==> config.mk <==
export PLATFORM = sky130hd
export DESIGN_NAME = io_port_dir_pullup_wake
export DESIGN_NICKNAME = d
export VERILOG_FILES = /design/src/verilog/io_port_pkg.sv /design/src/verilog/io_pin_cell.sv /design/src/verilog/io_wake_detect.sv /design/src/verilog/io_port_dir_pullup_wake.sv
export SDC_FILE = /design/constraint.sdc
export NUM_CORES = 1
export LEC_CHECK = 0
export ABC_AREA = 1
export ABC_CLOCK_PERIOD_IN_PS = 2400
export BUFFER_PORTS_ARGS = -buffer_cell sky130_fd_sc_hd__buf_2
export CAP_MARGIN = 20
export CORE_UTILIZATION = 50
export DETAILED_ROUTE_END_ITERATION = 10
export PLACE_DENSITY = 0.73
export REMOVE_ABC_BUFFERS = 1
export SYNTH_ARGS = -nofsm -noshare
export SYNTH_HDL_FRONTEND = slang
export SYNTH_SLANG_ARGS = --single-unit
==> constraint.sdc <==
create_clock -name clock_i -period 2.4 [get_ports clock_i]
set_input_delay 0 -clock clock_i [delete_from_list [all_inputs] [get_ports clock_i]]
set_output_delay 0 -clock clock_i [all_outputs]
set_load 0.01 [all_outputs]
==> src/verilog/io_port_pkg.sv <==
// Constants, register map and field layout of the general-purpose port block
// Operation
// - Port A pins each have a wake enable bit, one enables, reset zero.
// - Every implemented pin except port A pin 7 has a pull-high enable bit, one connects, reset zero.
// - Bit positions without a pin ignore writes and read back as zero.
// - Ports A to F each have their own direction register, rewritable any time.
// - Reading an input pin returns the level present on the pin.
// - A pin with direction zero is driven push-pull from its output latch, or from its shared output while that is selected.
// - Reading an output pin returns the latch value, not the pin level.
// - External interrupt samples its pin only when enabled and port A bit 3 is input.
// - Timer input pins feed the timer only in event or capture mode and as inputs.
// - Divider output reaches its pin only when selected and the pin is output.
// - Each PWM output drives its pin only when selected and the pin is output.
// - Port B pins 0 to 3 serve as half-bias LCD commons under a control register while they are set as inputs.
// - A pin chosen as converter input loses its pull-high whatever its enable bit.
// - In idle or sleep, a falling edge on a wake-enabled port A pin wakes the device.
// - Port A pin 7 has no pull-high; that enable bit is unimplemented.
// - Output data is latched until rewritten; input reads are not latched.
package io_port_pkg;

   localparam int NUM_PORTS = 6;
   localparam int PORT_W = 8;
   localparam int ADDR_W = 5;

   // Port numbers, also the upper address field
   localparam logic [2:0] PORT_A = 3'h0;
   localparam logic [2:0] PORT_B = 3'h1;
   localparam logic [2:0] PORT_F = 3'h5;

   // Register slot within a port (low address field)
   localparam logic [1:0] SLOT_DATA = 2'h0;
   localparam logic [1:0] SLOT_DIR = 2'h1;
   localparam logic [1:0] SLOT_PULL = 2'h2;
   localparam logic [1:0] SLOT_EXTRA = 2'h3;

   // Which bit positions carry a pin
   localparam logic [7:0] IMPL_MASK [NUM_PORTS] = '{8'hff, 8'hff, 8'hff, 8'hff, 8'hff, 8'h03};
   // Pull-high positions; port A pin 7 has none
   localparam logic [7:0] PULL_MASK [NUM_PORTS] = '{8'h7f, 8'hff, 8'hff, 8'hff, 8'hff, 8'h03};

   localparam logic [7:0] DATA_RESET = 8'hff;
   localparam logic [7:0] PULL_RESET = 8'h00;
   localparam logic [7:0] WAKE_RESET = 8'h00;
   localparam logic [7:0] LCD_RESET = 8'h00;
   localparam logic [7:0] LCD_MASK = 8'h1f;

   // LCD common control fields
   localparam int LCD_BIAS_BIT = 4;
   localparam int LCD_COMS = 4;

   // Shared function pin positions
   localparam int INT_BIT = 3;
   localparam int PFD_BIT = 1;
   localparam int TC0_BIT = 2;
   localparam int TC1_BIT = 4;
   localparam int TC2_BIT = 5;
   localparam int NUM_TIMERS = 3;
   localparam int NUM_PWM = 3;

endpackage

==> src/verilog/io_pin_cell.sv <==
// One port's output stage: drive value, enable, pull-high and half-bias control
`timescale 1ns/1ps
module io_pin_cell #(
   parameter int WIDTH = 8
) (
   input wire logic clock_i, // System clock
   input wire logic rst_n_i, // Synchronous reset, active low
   input wire logic [WIDTH-1:0] dir_i, // One is input
   input wire logic [WIDTH-1:0] latch_i, // Output data latch
   input wire logic [WIDTH-1:0] pull_en_i, // Pull-high enable bits
   input wire logic [WIDTH-1:0] alt_en_i, // Shared output selected
   input wire logic [WIDTH-1:0] alt_val_i, // Shared output value
   input wire logic [WIDTH-1:0] analog_i, // Pin used as converter input
   input wire logic [WIDTH-1:0] com_en_i, // Pin used as LCD common
   output logic [WIDTH-1:0] pin_o, // Pin drive level
   output logic [WIDTH-1:0] pin_oe_o, // High while pin is driven
   output logic [WIDTH-1:0] pull_o, // Pull-high connected
   output logic [WIDTH-1:0] half_o // Half-bias network connected
);

   logic [WIDTH-1:0] pin_nxt, oe_nxt, pull_nxt, half_nxt;

   always_comb begin
      oe_nxt = ~dir_i;
      pin_nxt = (alt_en_i & alt_val_i) | (~alt_en_i & latch_i);
      half_nxt = com_en_i & dir_i;
      // Pull only on an input; converter use wins over the enable bit
      pull_nxt = pull_en_i & dir_i & ~analog_i & ~half_nxt;
   end

   always_ff @(posedge clock_i) begin
      if (!rst_n_i) begin
         pin_o <= '0;
         pin_oe_o <= '0;
         pull_o <= '0;
         half_o <= '0;
      end else begin
         pin_o <= pin_nxt;
         pin_oe_o <= oe_nxt;
         pull_o <= pull_nxt;
         half_o <= half_nxt;
      end
   end

endmodule // io_pin_cell

==> src/verilog/io_wake_detect.sv <==
// Falling-edge wake detector for port A
`timescale 1ns/1ps
module io_wake_detect #(
   parameter int WIDTH = 8
) (
   input wire logic clock_i, // System clock
   input wire logic rst_n_i, // Synchronous reset, active low
   input wire logic [WIDTH-1:0] pin_i, // Port A pin levels
   input wire logic [WIDTH-1:0] enable_i, // Wake enable bits
   input wire logic halted_i, // Idle or sleep mode
   output logic wake_o // One-cycle wake pulse
);

   logic [WIDTH-1:0] last_r, last_nxt;
   logic wake_nxt;

   always_comb begin
      last_nxt = pin_i;
      wake_nxt = halted_i && |(last_r & ~pin_i & enable_i);
   end

   // Last level resets high so a pin held low at reset reads as a falling edge
   always_ff @(posedge clock_i) begin
      if (!rst_n_i) begin
         last_r <= '1;
         wake_o <= 1'b0;
      end else begin
         last_r <= last_nxt;
         wake_o <= wake_nxt;
      end
   end

endmodule // io_wake_detect

==> src/verilog/io_port_dir_pullup_wake.sv <==
// Ports A to F: data, direction, pull-high and wake registers with pin sharing
`timescale 1ns/1ps
module io_port_dir_pullup_wake
   import io_port_pkg::*;
(
   input wire logic clock_i, // System clock, 40 MHz
   input wire logic rst_n_i, // Synchronous reset, active low
   // Data memory port
   input wire logic [ADDR_W-1:0] addr_i, // Register address
   input wire logic wr_en_i, // Write strobe
   input wire logic [PORT_W-1:0] wr_data_i, // Write data
   input wire logic rd_en_i, // Read strobe
   output logic [PORT_W-1:0] rd_data_o, // Read data, next cycle
   // Pins
   input wire logic [7:0] pa_pin_i, // Port A levels
   output logic [7:0] pa_pin_o, // Port A drive
   output logic [7:0] pa_pin_oe_o, // Port A enable
   output logic [7:0] pa_pull_o, // Port A pull-high
   input wire logic [7:0] pb_pin_i, // Port B levels
   output logic [7:0] pb_pin_o, // Port B drive
   output logic [7:0] pb_pin_oe_o, // Port B enable
   output logic [7:0] pb_pull_o, // Port B pull-high
   output logic [7:0] pb_half_o, // Port B half-bias on
   input wire logic [7:0] pc_pin_i, // Port C levels
   output logic [7:0] pc_pin_o, // Port C drive
   output logic [7:0] pc_pin_oe_o, // Port C enable
   output logic [7:0] pc_pull_o, // Port C pull-high
   input wire logic [7:0] pd_pin_i, // Port D levels
   output logic [7:0] pd_pin_o, // Port D drive
   output logic [7:0] pd_pin_oe_o, // Port D enable
   output logic [7:0] pd_pull_o, // Port D pull-high
   input wire logic [7:0] pe_pin_i, // Port E levels
   output logic [7:0] pe_pin_o, // Port E drive
   output logic [7:0] pe_pin_oe_o, // Port E enable
   output logic [7:0] pe_pull_o, // Port E pull-high
   input wire logic [1:0] pf_pin_i, // Port F levels
   output logic [1:0] pf_pin_o, // Port F drive
   output logic [1:0] pf_pin_oe_o, // Port F enable
   output logic [1:0] pf_pull_o, // Port F pull-high
   // Shared functions
   input wire logic int_enable_i, // External interrupt enabled
   output logic ext_int_o, // Interrupt pin level to controller
   input wire logic [NUM_TIMERS-1:0] timer_event_mode_i, // Event or capture mode
   output logic [NUM_TIMERS-1:0] timer_event_o, // Timer pin levels
   input wire logic pfd_select_i, // Divider output selected
   input wire logic pfd_i, // Divider output value
   input wire logic [NUM_PWM-1:0] pwm_select_i, // PWM outputs selected
   input wire logic [NUM_PWM-1:0] pwm_i, // PWM output values
   input wire logic [7:0] analog_channel_config_i, // Port B converter inputs
   input wire logic halted_i, // Idle or sleep mode
   output logic wake_o // Wake request pulse
);

   // ***********************************************************
   // Register state
   // ***********************************************************
   logic [7:0] latch_r [NUM_PORTS];
   logic [7:0] latch_nxt [NUM_PORTS];
   logic [7:0] dir_r [NUM_PORTS];
   logic [7:0] dir_nxt [NUM_PORTS];
   logic [7:0] pull_r [NUM_PORTS];
   logic [7:0] pull_nxt [NUM_PORTS];
   logic [7:0] wake_en_r, wake_en_nxt;
   logic [7:0] lcd_r, lcd_nxt;
   logic [7:0] rd_data_nxt;
   logic [NUM_TIMERS-1:0] timer_event_nxt;
   logic ext_int_nxt;
   logic [7:0] pin_in [NUM_PORTS];
   logic [2:0] port_sel;
   logic [1:0] slot_sel;
   logic hit;

   assign pin_in[0] = pa_pin_i;
   assign pin_in[1] = pb_pin_i;
   assign pin_in[2] = pc_pin_i;
   assign pin_in[3] = pd_pin_i;
   assign pin_in[4] = pe_pin_i;
   assign pin_in[5] = {6'h00, pf_pin_i};

   assign port_sel = addr_i[ADDR_W-1:2];
   assign slot_sel = addr_i[1:0];
   assign hit = (port_sel <= PORT_F);

   // ***********************************************************
   // Register writes and reads
   // ***********************************************************
   always_comb begin
      for (int i = 0; i < NUM_PORTS; i++) begin
         latch_nxt[i] = latch_r[i];
         dir_nxt[i] = dir_r[i];
         pull_nxt[i] = pull_r[i];
      end
      wake_en_nxt = wake_en_r;
      lcd_nxt = lcd_r;
      rd_data_nxt = rd_data_o;
      if (wr_en_i && hit) begin
         case (slot_sel)
            SLOT_DATA: latch_nxt[port_sel] = wr_data_i & IMPL_MASK[port_sel];
            SLOT_DIR: dir_nxt[port_sel] = wr_data_i & IMPL_MASK[port_sel];
            SLOT_PULL: pull_nxt[port_sel] = wr_data_i & PULL_MASK[port_sel];
            SLOT_EXTRA: begin
               if (port_sel == PORT_A) begin
                  wake_en_nxt = wr_data_i;
               end
               if (port_sel == PORT_B) begin
                  lcd_nxt = wr_data_i & LCD_MASK;
               end
            end
            default: ;
         endcase
      end
      if (rd_en_i) begin
         rd_data_nxt = 8'h00;
         if (hit) begin
            case (slot_sel)
               // Inputs read live, outputs read the latch
               SLOT_DATA: rd_data_nxt = ((pin_in[port_sel] & dir_r[port_sel])
                  | (latch_r[port_sel] & ~dir_r[port_sel]))
                  & IMPL_MASK[port_sel];
               SLOT_DIR: rd_data_nxt = dir_r[port_sel];
               SLOT_PULL: rd_data_nxt = pull_r[port_sel];
               SLOT_EXTRA: begin
                  if (port_sel == PORT_A) begin
                     rd_data_nxt = wake_en_r;
                  end else if (port_sel == PORT_B) begin
                     rd_data_nxt = lcd_r;
                  end
               end
               default: rd_data_nxt = 8'h00;
            endcase
         end
      end
   end

   always_ff @(posedge clock_i) begin
      if (!rst_n_i) begin
         for (int i = 0; i < NUM_PORTS; i++) begin
            latch_r[i] <= DATA_RESET & IMPL_MASK[i];
            dir_r[i] <= IMPL_MASK[i];
            pull_r[i] <= PULL_RESET;
         end
         wake_en_r <= WAKE_RESET;
         lcd_r <= LCD_RESET;
         rd_data_o <= 8'h00;
      end else begin
         for (int i = 0; i < NUM_PORTS; i++) begin
            latch_r[i] <= latch_nxt[i];
            dir_r[i] <= dir_nxt[i];
            pull_r[i] <= pull_nxt[i];
         end
         wake_en_r <= wake_en_nxt;
         lcd_r <= lcd_nxt;
         rd_data_o <= rd_data_nxt;
      end
   end

   // ***********************************************************
   // Shared inputs to other blocks
   // ***********************************************************
   always_comb begin
      ext_int_nxt = int_enable_i & dir_r[0][INT_BIT] & pa_pin_i[INT_BIT];
      timer_event_nxt[0] = timer_event_mode_i[0] & dir_r[0][TC0_BIT] & pa_pin_i[TC0_BIT];
      timer_event_nxt[1] = timer_event_mode_i[1] & dir_r[0][TC1_BIT] & pa_pin_i[TC1_BIT];
      timer_event_nxt[2] = timer_event_mode_i[2] & dir_r[0][TC2_BIT] & pa_pin_i[TC2_BIT];
   end

   // Gated functions read low, so a peripheral left off sees a quiet line
   always_ff @(posedge clock_i) begin
      if (!rst_n_i) begin
         ext_int_o <= 1'b0;
         timer_event_o <= '0;
      end else begin
         ext_int_o <= ext_int_nxt;
         timer_event_o <= timer_event_nxt;
      end
   end

   // ***********************************************************
   // Pin output stages
   // ***********************************************************
   logic [7:0] pa_alt_en, pa_alt_val, pd_alt_en, pd_alt_val, pb_com;

   always_comb begin
      pa_alt_en = 8'h00;
      pa_alt_val = 8'h00;
      pa_alt_en[PFD_BIT] = pfd_select_i;
      pa_alt_val[PFD_BIT] = pfd_i;
      pd_alt_en = {5'h00, pwm_select_i};
      pd_alt_val = {5'h00, pwm_i};
      pb_com = {4'h0, lcd_r[LCD_COMS-1:0] & {LCD_COMS{lcd_r[LCD_BIAS_BIT]}}};
   end

   // Port A pin 1 doubles as divider output
   io_pin_cell #(.WIDTH(8)) u_pa (
      .clock_i(clock_i),
      .rst_n_i(rst_n_i),
      .dir_i(dir_r[0]),
      .latch_i(latch_r[0]),
      .pull_en_i(pull_r[0]),
      .alt_en_i(pa_alt_en),
      .alt_val_i(pa_alt_val),
      .analog_i(8'h00),
      .com_en_i(8'h00),
      .pin_o(pa_pin_o),
      .pin_oe_o(pa_pin_oe_o),
      .pull_o(pa_pull_o),
      .half_o()
   );

   // Only port B carries converter inputs and LCD commons
   io_pin_cell #(.WIDTH(8)) u_pb (
      .clock_i(clock_i),
      .rst_n_i(rst_n_i),
      .dir_i(dir_r[1]),
      .latch_i(latch_r[1]),
      .pull_en_i(pull_r[1]),
      .alt_en_i(8'h00),
      .alt_val_i(8'h00),
      .analog_i(analog_channel_config_i),
      .com_en_i(pb_com),
      .pin_o(pb_pin_o),
      .pin_oe_o(pb_pin_oe_o),
      .pull_o(pb_pull_o),
      .half_o(pb_half_o)
   );

   io_pin_cell #(.WIDTH(8)) u_pc (
      .clock_i(clock_i),
      .rst_n_i(rst_n_i),
      .dir_i(dir_r[2]),
      .latch_i(latch_r[2]),
      .pull_en_i(pull_r[2]),
      .alt_en_i(8'h00),
      .alt_val_i(8'h00),
      .analog_i(8'h00),
      .com_en_i(8'h00),
      .pin_o(pc_pin_o),
      .pin_oe_o(pc_pin_oe_o),
      .pull_o(pc_pull_o),
      .half_o()
   );

   // Port D pins 0 to 2 double as PWM outputs
   io_pin_cell #(.WIDTH(8)) u_pd (
      .clock_i(clock_i),
      .rst_n_i(rst_n_i),
      .dir_i(dir_r[3]),
      .latch_i(latch_r[3]),
      .pull_en_i(pull_r[3]),
      .alt_en_i(pd_alt_en),
      .alt_val_i(pd_alt_val),
      .analog_i(8'h00),
      .com_en_i(8'h00),
      .pin_o(pd_pin_o),
      .pin_oe_o(pd_pin_oe_o),
      .pull_o(pd_pull_o),
      .half_o()
   );

   io_pin_cell #(.WIDTH(8)) u_pe (
      .clock_i(clock_i),
      .rst_n_i(rst_n_i),
      .dir_i(dir_r[4]),
      .latch_i(latch_r[4]),
      .pull_en_i(pull_r[4]),
      .alt_en_i(8'h00),
      .alt_val_i(8'h00),
      .analog_i(8'h00),
      .com_en_i(8'h00),
      .pin_o(pe_pin_o),
      .pin_oe_o(pe_pin_oe_o),
      .pull_o(pe_pull_o),
      .half_o()
   );

   // Port F has two pins; the upper register bits never reach a cell
   io_pin_cell #(.WIDTH(2)) u_pf (
      .clock_i(clock_i),
      .rst_n_i(rst_n_i),
      .dir_i(dir_r[5][1:0]),
      .latch_i(latch_r[5][1:0]),
      .pull_en_i(pull_r[5][1:0]),
      .alt_en_i(2'h0),
      .alt_val_i(2'h0),
      .analog_i(2'h0),
      .com_en_i(2'h0),
      .pin_o(pf_pin_o),
      .pin_oe_o(pf_pin_oe_o),
      .pull_o(pf_pull_o),
      .half_o()
   );

   // ***********************************************************
   // Port A wake-up
   // ***********************************************************
   io_wake_detect #(.WIDTH(8)) u_wake (
      .clock_i(clock_i),
      .rst_n_i(rst_n_i),
      .pin_i(pa_pin_i),
      .enable_i(wake_en_r),
      .halted_i(halted_i),
      .wake_o(wake_o)
   );

endmodule // io_port_dir_pullup_wake

Word level (Yosys, flattened, before mapping)
Memory sizes are Yosys's and may differ from the RTL's.
Index checks and enable logic that the tools add are counted.
{"block": "totals", "ramBits": 144, "inputBits": 80, "out_inout_bits": 147, "register_bits": 168, "romBits": 128, "n_memories": 5, "elab_cells": 151}
{"block": "op_classes", "mux": 42, "bitwise_logic": 63, "n_reduce_logical": 8, "n_lt_le_gt_ge": 3, "n_eq_ne": 4}
{"memory": "(name not given)", "words": 8, "word_bits": 8, "rd": 1, "rd_ports_with_merged_regs": 0, "write_ports": 0, "line_no": "io_port_dir_pullup_wake.sv:119", "source": "& IMPL_MASK[port_sel];"}
{"memory": "(name not given)", "words": 8, "word_bits": 8, "rd": 1, "rd_ports_with_merged_regs": 0, "write_ports": 0, "line_no": "io_port_dir_pullup_wake.sv:100", "source": "SLOT_PULL: pull_nxt[port_sel] = wr_data_i & PULL_MASK[port_sel];"}
{"memory": "dir_r", "words": 6, "word_bits": 8, "rd": 7, "rd_ports_with_merged_regs": 0, "write_ports": 6, "line_no": "io_port_dir_pullup_wake.sv:59", "source": "logic [7:0] dir_r [NUM_PORTS];"}
{"memory": "latch_r", "words": 6, "word_bits": 8, "rd": 7, "rd_ports_with_merged_regs": 0, "write_ports": 6, "line_no": "io_port_dir_pullup_wake.sv:57", "source": "logic [7:0] latch_r [NUM_PORTS];"}
{"memory": "pull_r", "words": 6, "word_bits": 8, "rd": 7, "rd_ports_with_merged_regs": 0, "write_ports": 6, "line_no": "io_port_dir_pullup_wake.sv:61", "source": "logic [7:0] pull_r [NUM_PORTS];"}
{"operator": "2-to-1 mux 48 bit", "count": 6}
{"operator": "2-to-1 mux 8 bit", "count": 27}
{"operator": "bitwise mux 48 bit", "count": 3}
{"operator": "AND 8 bit", "count": 16}
{"operator": "inverter 8 bit", "count": 9}
{"operator": "case mux 8 bit (4 select lines)", "count": 1}
{"operator": "binary-select mux 8 bit (select 3 bit)", "count": 1}
{"operator": "demux 8 bit (select 3 bit)", "count": 1}
{"operator": "bitwise OR 8 bit", "count": 3}
{"operator": "bitwise OR 1 bit", "count": 18}
{"operator": "AND 1 bit", "count": 8}
{"operator": "AND 4 x 8 -> 8 bit", "count": 1}
{"operator": "inverter 2 -> 8 bit", "count": 1}
{"operator": "inverter 3 -> 8 bit", "count": 1}
{"operator": "OR reduction 8 bit", "count": 1}
{"operator": "AND reduction 3 bit", "count": 2}
{"operator": "2-to-1 mux 5 bit", "count": 1}
{"operator": "AND 2 bit", "count": 2}
{"operator": "AND 4 bit", "count": 1}
{"operator": "== test 2 bit, second input constant", "count": 2}
{"operator": "greater-or-equal comparator 4 bit, second input constant", "count": 1}
{"operator": "less-than comparator 4 x 1 -> 1 bit, second input constant", "count": 1}
{"operator": "inverter 3 -> 4 bit", "count": 1}
{"operator": "AND 3 bit", "count": 1}
{"operator": "other kinds (8)", "count": 11}

Logic depth before layout (Yosys ltp)
Gate-level depths: netlist (run 1).
{"block": "logic_depth", "depth_word": 9, "ltp_mapped": 14, "depth_no_buf": 12}

By module
Synthesis (run 1) repeated with hierarchy kept, for this count alone.
{"block": "unflattened", "cells_unflattened": 2031, "hier_area_um2": 14134.8}
{"module": "io_port_dir_pullup_wake", "area_each_um2": 8125.3, "seq_area_each_um2": 3383.2, "cells_per_inst": 1264, "n_inst": 1}
{"module": "io_pin_cell (u_pa ...)", "area_each_um2": 1083.5, "seq_area_each_um2": 640.6, "cells_per_inst": 138, "n_inst": 5}
{"module": "io_wake_detect", "area_each_um2": 322.8, "seq_area_each_um2": 180.2, "cells_per_inst": 42, "n_inst": 1}
{"module": "io_pin_cell (u_pf)", "area_each_um2": 269.0, "seq_area_each_um2": 160.2, "cells_per_inst": 35, "n_inst": 1}

Worst setup path before layout (run 1)
Ideal clock, no wire load.
{"block": "synth_path", "path_kind": "input to register", "from": "input addr_i[4]", "to": "memory dir_r[2][0]", "stages": 8, "path_slack_ns": 1.130, "t_arrival_ns": 1.132, "setup_time_ns": 0.138, "cell_sequence": "buf_2 inv_1 buf_4 nand3_1 buf_2 nor2_2 buf_2 o211ai_1"}
{"item": "start: declaration", "line_no": "io_port_dir_pullup_wake.sv:9", "source": "input wire logic [ADDR_W-1:0] addr_i,"}
{"item": "end: declaration", "line_no": "io_port_dir_pullup_wake.sv:59"}

Worst setup path after layout (run 1)
{"block": "layout_path", "from": "register wake_en_r[2]", "to": "register u_wake.wake_o"}
{"block": "layout_via", "elab_chain_cells": 3}
{"item": "start: declaration", "line_no": "io_port_dir_pullup_wake.sv:63", "source": "logic [7:0] wake_en_r, wake_en_nxt;"}
{"item": "start signal: assignment", "line_no": "io_port_dir_pullup_wake.sv:151", "source": "wake_en_r <= wake_en_nxt;"}
{"item": "AND 8 bit", "line_no": "io_wake_detect.sv:19", "source": "wake_nxt = halted_i && |(last_r & ~pin_i & enable_i);"}
{"item": "OR reduction 8 bit", "line_no": "io_wake_detect.sv:19"}
{"item": "logical AND 1 bit", "line_no": "io_wake_detect.sv:19"}
{"item": "end signal: assignment", "line_no": "io_wake_detect.sv:29", "source": "wake_o <= wake_nxt;"}
{"item": "end: declaration", "line_no": "io_wake_detect.sv:11", "source": "output logic wake_o"}
Every way passes these cells.
A chain may end at the register's enable or synchronous reset.

==> results of run 1 <==
routing by layer:
| layer | track usage [%] | share of wire [%] |
|---|---|---|
| met5 | 0 | 0 |
| met4 | 15.0 | 4.8 |
| met3 | 5.79 | 9.0 |
| met2 | 51.7 | 46 |
| met1 | 41.1 | 41 |
worst max-delay path, delay by kind of cell (launching register included):
kind            cells  cell delay (ns)
flops               1             0.34
simple gates        3             0.44
compound gates      1             0.25
buf+inv             1             0.57
worst min-delay path by stage:
stage	end	slack [ns]
floorplan	u_wake.last_r[1]	0.07
global placement	u_pb.pull_o[3]	0.17
detailed placement	u_pb.pull_o[4]	0.17
CTS	rd_data_o[1]	0.03
global route	rd_data_o[1]	0.09
finish	rd_data_o[5]	0.04
timing repair:
action	4_1_cts	5_1_grt
endpoints found under the hold margin	70	0
setup endpoints to repair	0	0
hold buffers	45	0
power by group through the flow:
| stage | Clock (mW) | Sequential (mW) | Combinational (mW) |
|---|---|---|---|
| after detailed placement | 0 | 5.35 | 0.834 |
| after CTS | 5.35 | 5.24 | 0.895 |
| after floorplan | 0 | 5.38 | 0.357 |
| after global routing | 5.55 | 5.25 | 0.996 |
| after global placement | 0 | 5.35 | 0.827 |
| final | 5.31 | 5.24 | 0.914 |
kinds of logic (layout without fill, tap and decap cells):
logic type,Yosys count,after routing,synth area share (%)
buffers and inverters,290,560,9.73
AND/OR/NAND/NOR,756,756,26.4
other,1,4,0.0314
AO/OA/AOI/OAI,248,248,12.2
flip-flops,308,308,51.7
per-stage QoR:
step | hold slack (ns) | power (mW) | std cells
3_3_place_gp | 0.166 | 6.18 | 2098
6_report | 0.0388 | 11.5 | 2195
5_1_grt | 0.0950 | 11.8 | 2195
3_5_place_dp | 0.168 | 6.19 | 2098
2_1_floorplan | 0.0687 | 5.73 | 1514
4_1_cts | 0.0315 | 11.5 | 2195
final cells by class:
type | count | area, µm²
timing repair buffer | 310 | 1920
multi-input combinational | 1008 | 4610
sequential | 308 | 6170
clock buffer | 38 | 842
tap | 319 | 399
inverter | 198 | 744
clock inverter | 14 | 282
fill | 2178 | 8430
placed cells by master, fill, tap and decap left out, types with 4 or more instances in the layout:
cell / count
nand2_1: 437
clkbuf_8: 4
inv_2: 8
bufinv_16: 8
buf_4: 41
o211ai_1: 76
inv_1: 187
dfxtp_1: 308
dlygate4sd3_1: 45
a21oi_1: 69
nand4_1: 41
buf_2: 221
o21ai_0: 93
nor2_1: 157
nor3_1: 31
nor2_2: 13
clkbuf_16: 31
nand3_1: 67
conb_1: 4
==> impl_metrics.csv, run 1 <==
group,metric,value,unit
worst_setup_path,endpoint,"u_wake.wake_o",
clock_network,clk_path_buf_depth,3,
clock_network,post_cts_resized,0,
route,drt-initial-drc-count,1096,
layout,fin_nets,1937,
clock_network,clock_latency,0.55,ns
grt,grt_pass1_vias,11000,
placed_design,place.port_buffers,222,
synth,synthCells,1603,
clock_network,post-cts-setup-buffer-count,0,
synth,synth.area.top_cells,"dfxtp_1, nand2_1, inv_1",
sta,setup_viol,0,
floorplanning,coreArea,23400,µm²
flow_run,timing.max_cap.violations,0,
worst_setup_path,worstReg2RegEnd,"u_wake.wake_o",
worst_setup_path,r2r-start,"wake_en_r[2]",
sta,clock_skew,0.0131,ns
worst_hold_path,hold_class,"primary input to register",
sta,finalCriticalPeriod,1.71,ns
floorplanning,ioPinCount,227,
power,p_int,8.84,mW
clock_network,cts_root_buf,"clkbuf_16",
worst_setup_path,critPathMaxFanout,3,
worst_setup_path,cp.arrival,2.15,ns
sta,hold_violations,0,
synth,synth_edf_count,0,
worst_setup_path,critPathLaunchType,"register",
grt,grt_overflow,0,
sta,rsz0062_at_grt,"no",
placed_design,dpl.hpwl,26500,µm
grt,antenna_found_initial,0,
grt,grt_max_degree,116,
synth,ys_ff_latch,308,
worst_setup_path,critPathCaptureType,"register",
clock_network,clock-sinks,308,
sta,fmax,584,MHz
worst_setup_path,slowest_stage,"dlygate4sd3_1",
layout,post-route-util,64.0,%
sta,worst_pin_slew,0.757,ns
power,peakVddDrop,0.000584,V
synth,avgSynthCellArea,7.44,µm²
placed_design,placed_area,13400,µm²
grt,grt.total_usage,31.9,%
route,vias_per_cell,5.31,
route,wire_per_inst,17.7,µm
sta,drv_slew,0,
power,power_density,766,nW/µm²
route,route.detailed.drc,0,
floorplanning,die_h,156,µm
route,routed-via-count,11700,
layout,drive_above_1_share,18.2,%
floorplanning,initial_core_util,51.0,%
grt,grt_pass1_wl,59900,µm
sta,fin_crit_sh,71.3,%
layout,num_antenna_cells,0,
sta,relSlewSlack,49.4,%
route,drt_wl_total,38900,µm
floorplanning,die_width,156,µm
power,p_clk_share,46.3,%
power,p_sw,2.63,mW
power,power_switching_share,22.9,%
outcome,run_status,"complete, no violations",
worst_setup_path,critical_path_class,"register to register",
worst_setup_path,critical-path-max-stage-delay,0.57,ns
synth,synth.most_common_cell,"nand2_1",
synth,syn_area,11900,µm²
synth,synth_seq_area_share,51.7,%
floorplanning,std_cell_rows,56,
route,firstDrtPassIters,5,
worst_hold_path,hp-start,"pe_pin_i[5]",
layout,top_regs,"dir_r: 48 flops, latch_r: 48 flops, pull_r: 48 flops",
route,ant_nets,0,
synth,async_reset_ff_share,0,%
synth,synth_top_cell_by_area,"dfxtp_1",
placed_design,place_ws,0.354,ns
synth,synth_top_area_share,51.7,%
worst_setup_path,regToRegSetupSlack,0.69,ns
worst_setup_path,reg2reg_depth,5,
worst_hold_path,whs_path_depth,9,
layout,design_area,15000,µm²
sta,worst_slack,0.689,ns
worst_setup_path,crit_start,"wake_en_r[2]",
floorplanning,dieArea,24500,µm²
worst_setup_path,crit_chain,"nand3_1, nand4_1, o21ai_0, dlygate4sd3_1, nor2_1",
clock_network,clk_transition_reported_paths,0.06,ns
sta,setup_tns,0,ns
synth,synthFlopType,"dfxtp_1",
clock_network,cts_buffers,31,
worst_setup_path,cp.required,2.84,ns
placed_design,gp_congestion,1.04,
power,p_leak,7.41,nW
power,pwr-share-comb,8.0,%
clock_network,h-tree-depth,1,
power,p_seq_share,45.7,%
synth,synthTopCellsByCount,"nand2_1, dfxtp_1, inv_1, nor2_1, o21ai_0",
synth,yosysUniqueCellTypes,29,
synth,yosysWarnings,0,
layout,syn_to_final_growth,25.5,%
clock_network,cts_tree,"done",
Power figures use the tool's default switching activity.
==> run 2: changes to the inputs <==
- ABC_CLOCK_PERIOD_IN_PS: 2400 -> 1600
- clock period: 2.4 -> 1.6 ns (I/O delays scaled with it)
==> impl_metrics.csv, run 2 (synthesis results as in run 1) <==
group,metric,value,unit
power,p_seq_share,48.4,%
placed_design,place.port_buffers,222,
layout,layout_commonest_cell,"nand2_1",
grt,grt.total_usage,31.3,%
floorplanning,dieArea,24500,µm²
worst_hold_path,hold_class,"primary input to register",
clock_network,clk_path_buf_depth,3,
power,total_power,16.3,mW
sta,finalCriticalPeriod,1.46,ns
layout,top_regs,"dir_r: 48 flops, latch_r: 48 flops, pull_r: 48 flops",
floorplanning,die_h,156,µm
sta,setup_tns,0,ns
outcome,run_status,"complete, no violations",
clock_network,cts_tree,"done",
sta,worst_slack,0.140,ns
clock_network,clock_latency,0.56,ns
power,p_int,12.3,mW
power,peakVddDrop,0.000802,V
clock_network,h-tree-depth,1,
placed_design,place_ws,-0.0374,ns
floorplanning,ioPinCount,227,
worst_setup_path,critPathMaxFanout,6,
sta,hold_violations,0,
layout,num_antenna_cells,0,
worst_setup_path,cp.required,2.04,ns
clock_network,post-cts-setup-buffer-count,0,
worst_setup_path,reg2reg_depth,8,
power,pwr-share-comb,9.1,%
route,drt-initial-drc-count,1171,
route,route.detailed.drc,0,
worst_hold_path,holdPathEnd,"rd_data_o[3]",
layout,most-common-layout-cells,"nand2_1, dfxtp_1, buf_2",
worst_setup_path,cp_top_family,"buffers and inverters",
placed_design,dpl.hpwl,27100,µm
worst_hold_path,whs_path_depth,9,
sta,clock_skew,0.0126,ns
power,power_density,1060,nW/µm²
floorplanning,die_width,156,µm
sta,drv_slew,0,
clock_network,cts_buffers,30,
route,ant_nets,0,
layout,post-route-util,65.7,%
layout,drive_above_1_share,20.1,%
sta,fin_crit_sh,91.2,%
grt,grt_pass1_wl,59000,µm
worst_setup_path,crit_chain,"dlygate4sd3_1, buf_2, inv_1, nand2_1, nor2_1, inv_2, nor2_1, inv_1, o21ai_0, a21oi_1",
sta,setup_viol,0,
clock_network,clock-sinks,308,
clock_network,clk_transition_reported_paths,0.07,ns
worst_setup_path,regToRegSetupSlack,0.23,ns
layout,design_area,15400,µm²
grt,grt_max_degree,91,
layout,fin_nets,1982,
floorplanning,std_cell_rows,56,
route,wire_per_inst,17.3,µm
sta,worst_pin_slew,0.559,ns
layout,seq_area,6170,µm²
worst_setup_path,critical-path-max-stage-delay,0.57,ns
power,p_clk_share,42.5,%
grt,grt_overflow,0,
layout,multi_input_area,4610,µm²
power,power_switching_share,24.4,%
power,p_leak,7.64,nW
layout,syn_to_final_growth,28.9,%
power,p_sw,3.97,mW
sta,rsz0062_at_grt,"no",
worst_setup_path,critical_path_class,"primary input to register",
placed_design,placed_area,13900,µm²
route,firstDrtPassIters,6,
worst_setup_path,critPathLaunchType,"primary input",
worst_setup_path,slowest_stage,"dlygate4sd3_1",
layout,num-fill-cells,2063,
route,drt_wl_total,38900,µm
grt,grt_pass1_vias,10800,
flow_run,timing.max_cap.violations,0,
clock_network,cts_root_buf,"clkbuf_16",
worst_setup_path,critPathBufInv,5,
grt,antenna_found_initial,0,
worst_setup_path,crit_start,"addr_i[0]",
worst_setup_path,r2r-start,"dir_r[4][3]",
sta,relSlewSlack,62.5,%
sta,fmax,685,MHz
floorplanning,initial_core_util,51.0,%
placed_design,gp_congestion,0.999,
worst_hold_path,hp-start,"pc_pin_i[3]",
worst_setup_path,cp.arrival,1.90,ns
route,vias_per_cell,5.28,
route,routed-via-count,11800,
worst_setup_path,critPathCaptureType,"register",
worst_setup_path,worstReg2RegEnd,"rd_data_o[3]",
floorplanning,coreArea,23400,µm²
## run 2: cell types whose count changed in the layout (fill, tap and decap cells not counted), moves of 3 or more
cell,previous run,this run
bufinv_16,8,1
buf_4,41,68
buf_12,3,19
clkinv_2,3,11
dlygate4sd3_1,45,48
## run 2: power groups by stage
stage                     clock network [mW]  registers, mW  logic [mW]
final                                   6.91           7.86        1.48
after global routing                    7.28           7.87        1.60
after CTS                               6.96           7.86        1.45
after detailed placement                   0           8.03        1.35
after global placement                     0           8.03        1.34
after floorplan                            0           8.07       0.535
## run 2: area by class of cell
cell class / count / share of cell area (%)
multi-input cells: 1008 / 30.0
clock inverters: 15 / 0.732
repair buffers: 356 / 16.1
flip-flops and latches: 308 / 40.1
well taps: 319 / 2.60
clock buffers: 40 / 5.59
inverters: 198 / 4.84
## run 2: stage by stage
stage                     hold slack [ns]  instances
after floorplan                    0.0687       1514
after global placement              0.169       2141
after detailed placement            0.173       2141
after CTS                         0.00173       2244
after global routing               0.0396       2244
final                              0.0309       2244
## run 2: worst max-delay path by stage
stage               endpoint  slack (ns)  cells after the start
5_1_grt         pull_r[3][2]        0.03                     10
2_1_floorplan   rd_data_o[3]       -0.46                     10
4_1_cts        latch_r[1][6]        0.11                      9
3_3_place_gp    pull_r[3][2]      -0.006                     10
3_5_place_dp    pull_r[3][1]       -0.04                      9
6_report        pull_r[3][1]        0.14                     10
## run 2: per-layer routing
metal / track usage, % / vias up / share of wire [%] / routed length [µm]
met5: 0 / - / 0 / 0
met4: 14.0 / 0 / 4.4 / 1710
met3: 4.82 / 115 / 8.8 / 3430
met2: 50.5 / 653 / 45 / 17600
met1: 41.4 / 5361 / 41 / 16100
li1: - / 5715 / - / -
## run 2: tightest hold or removal path, stage by stage
cell and delay, ns:
buf_2 0.10, nand2_1 0.05, nand2_1 0.05, nor2_1 0.04, nand2_1 0.05, nand3_1 0.06, nand2_1 0.06, nand2_1 0.05
a21oi_1 0.10
## run 2: what timing repair did
item                       4_1_cts  5_1_grt
hold endpoints to repair       135        0
gates resized for setup          0        1
hold buffers                    48        0
setup endpoints to repair        0        1
==> run 3: changes to the inputs <==
- CTS_BUF_LIST: default -> sky130_fd_sc_hd__clkbuf_8
==> impl_metrics.csv, run 3 (synthesis results as in run 1) <==
group,metric,value,unit
power,total_power,16.2,mW
worst_setup_path,cp.required,2.04,ns
sta,rsz0062_at_grt,"no",
clock_network,cts_tree,"done",
clock_network,clock-sinks,308,
worst_hold_path,hold_class,"primary input to register",
route,drt-initial-drc-count,1196,
layout,layout_commonest_cell,"nand2_1",
layout,fin_nets,2000,
route,routed-via-count,11900,
sta,hold_violations,0,
clock_network,cts_buffers,47,
sta,setup_tns,0,ns
power,power_switching_share,24.7,%
clock_network,cts_root_buf,"clkbuf_8",
power,p_clk_share,42.3,%
worst_setup_path,critPathMaxFanout,6,
layout,top_regs,"dir_r: 48 flops, latch_r: 48 flops, pull_r: 48 flops",
floorplanning,coreArea,23400,µm²
placed_design,gp_congestion,0.999,
sta,finalCriticalPeriod,1.49,ns
grt,grt_pass1_wl,58800,µm
power,p_int,12.2,mW
placed_design,place_ws,-0.0374,ns
route,firstDrtPassIters,6,
sta,clock_skew,0.0200,ns
floorplanning,dieArea,24500,µm²
sta,fin_hold_ws,0.0370,ns
layout,syn_to_final_growth,29.3,%
route,vias_per_cell,5.24,
sta,worst_slack,0.111,ns
route,route.detailed.drc,0,
sta,fmax,672,MHz
worst_setup_path,critical-path-max-stage-delay,0.55,ns
grt,grt_overflow,0,
worst_setup_path,critPathCaptureType,"register",
layout,most-common-layout-cells,"nand2_1, dfxtp_1, buf_2",
floorplanning,initial_core_util,51.0,%
worst_setup_path,critical_path_class,"primary input to register",
clock_network,h-tree-depth,2,
floorplanning,die_h,156,µm
layout,drive_above_1_share,21.0,%
grt,grt.total_usage,31.4,%
grt,grt_max_degree,91,
power,peakVddDrop,0.000720,V
worst_setup_path,critPathLaunchType,"primary input",
sta,drv_slew,0,
placed_design,dpl.hpwl,27100,µm
worst_setup_path,cp.arrival,1.93,ns
floorplanning,ioPinCount,227,
flow_run,timing.max_cap.violations,0,
route,wire_per_inst,17.2,µm
grt,grt_pass1_vias,10900,
outcome,run_status,"complete, no violations",
power,power_density,1050,nW/µm²
layout,num-fill-cells,2060,
power,pwr-share-comb,9.2,%
power,p_leak,7.71,nW
route,drt_wl_total,39100,µm
sta,fin_crit_sh,93.1,%
clock_network,clk_path_buf_depth,3,
power,p_seq_share,48.5,%
floorplanning,std_cell_rows,56,
clock_network,clk_transition_reported_paths,0.07,ns
power,p_sw,4.00,mW
worst_setup_path,slowest_stage,"dlygate4sd3_1",
sta,setup_viol,0,
floorplanning,die_width,156,µm
placed_design,place.port_buffers,222,
layout,post-route-util,65.9,%
clock_network,clock_latency,0.56,ns
route,ant_nets,0,
worst_setup_path,crit_chain,"dlygate4sd3_1, buf_2, inv_1, nand2_1, nor2_1, inv_2, nor2_1, inv_1, o21ai_0, a21oi_1",
grt,antenna_found_initial,1,
==> run 3: cell count changes in the layout (fill, tap and decap cells not counted), moves of 3 or more <==
cell / before / now
clkbuf_8: 5 / 63
clkbuf_16: 31 / 0
inv_1: 187 / 194
clkbuf_1: 4 / 0
clkinv_2: 11 / 8
==> run 3: what timing repair did <==
action,CTS,global route
hold endpoints to repair,145,0
buffers inserted,0,0
resized for setup,0,1
endpoints found under the setup margin,0,1
hold buffers,49,0
==> run 3: final timing paths <==
path,startpoint,endpoint,slack (ns),depth (start not counted)
worst min-delay path,pc_pin_i[3],rd_data_o[3],0.04,9
worst min register to register,dir_r[1][5],u_pb.pin_oe_o[5],0.41,1
worst max-delay path,addr_i[0],pull_r[3][1],0.11,10
worst max register to register,latch_r[0][1],u_pa.pin_o[1],0.28,5
==> run 3: layout make-up <==
| cell class | count | area, µm² | share of cell area, % |
|---|---|---|---|
| Tap cell | 319 | 399 | 2.59 |
| Antenna cell | 1 | 2.50 | 0.0162 |
| Multi-Input combinational cell | 1008 | 4610 | 29.9 |
| Clock inverter | 19 | 145 | 0.941 |
| Sequential cell | 308 | 6170 | 40.0 |
| Inverter | 198 | 744 | 4.83 |
| Timing Repair Buffer | 357 | 2490 | 16.1 |
| Clock buffer | 63 | 867 | 5.62 |
==> run 3: routing by layer <==
| metal | GRT usage (%) | vias up | routed length (µm) |
|---|---|---|---|
| li1 | - | 5760 | - |
| met1 | 41.0 | 5396 | 16200 |
| met2 | 50.6 | 644 | 17900 |
| met3 | 5.46 | 109 | 3500 |
| met4 | 14.8 | 0 | 1550 |
| met5 | 0 | - | 0 |
==> run 3: through the flow <==
stage | instance area [µm²] | std cells
after floorplan | 11500 | 1514
after global placement | 13900 | 2141
after detailed placement | 13900 | 2141
after CTS | 15400 | 2272
after global routing | 15400 | 2273
final | 15400 | 2273
==> run 3: power groups by stage <==
stage	clock network, mW	logic (mW)	registers [mW]
2_1_floorplan	0	0.535	8.07
3_3_place_gp	0	1.34	8.03
3_5_place_dp	0	1.35	8.03
4_1_cts	6.94	1.45	7.86
5_1_grt	7.30	1.60	7.87
6_report	6.85	1.49	7.86
==> run 3: critical path: cells and delay by family <==
family / cells / cell delay [ns]
buffers and inverters: 5 / 1.07
AND/OR/NAND/NOR: 3 / 0.58
AO/OA/AOI/OAI: 2 / 0.27
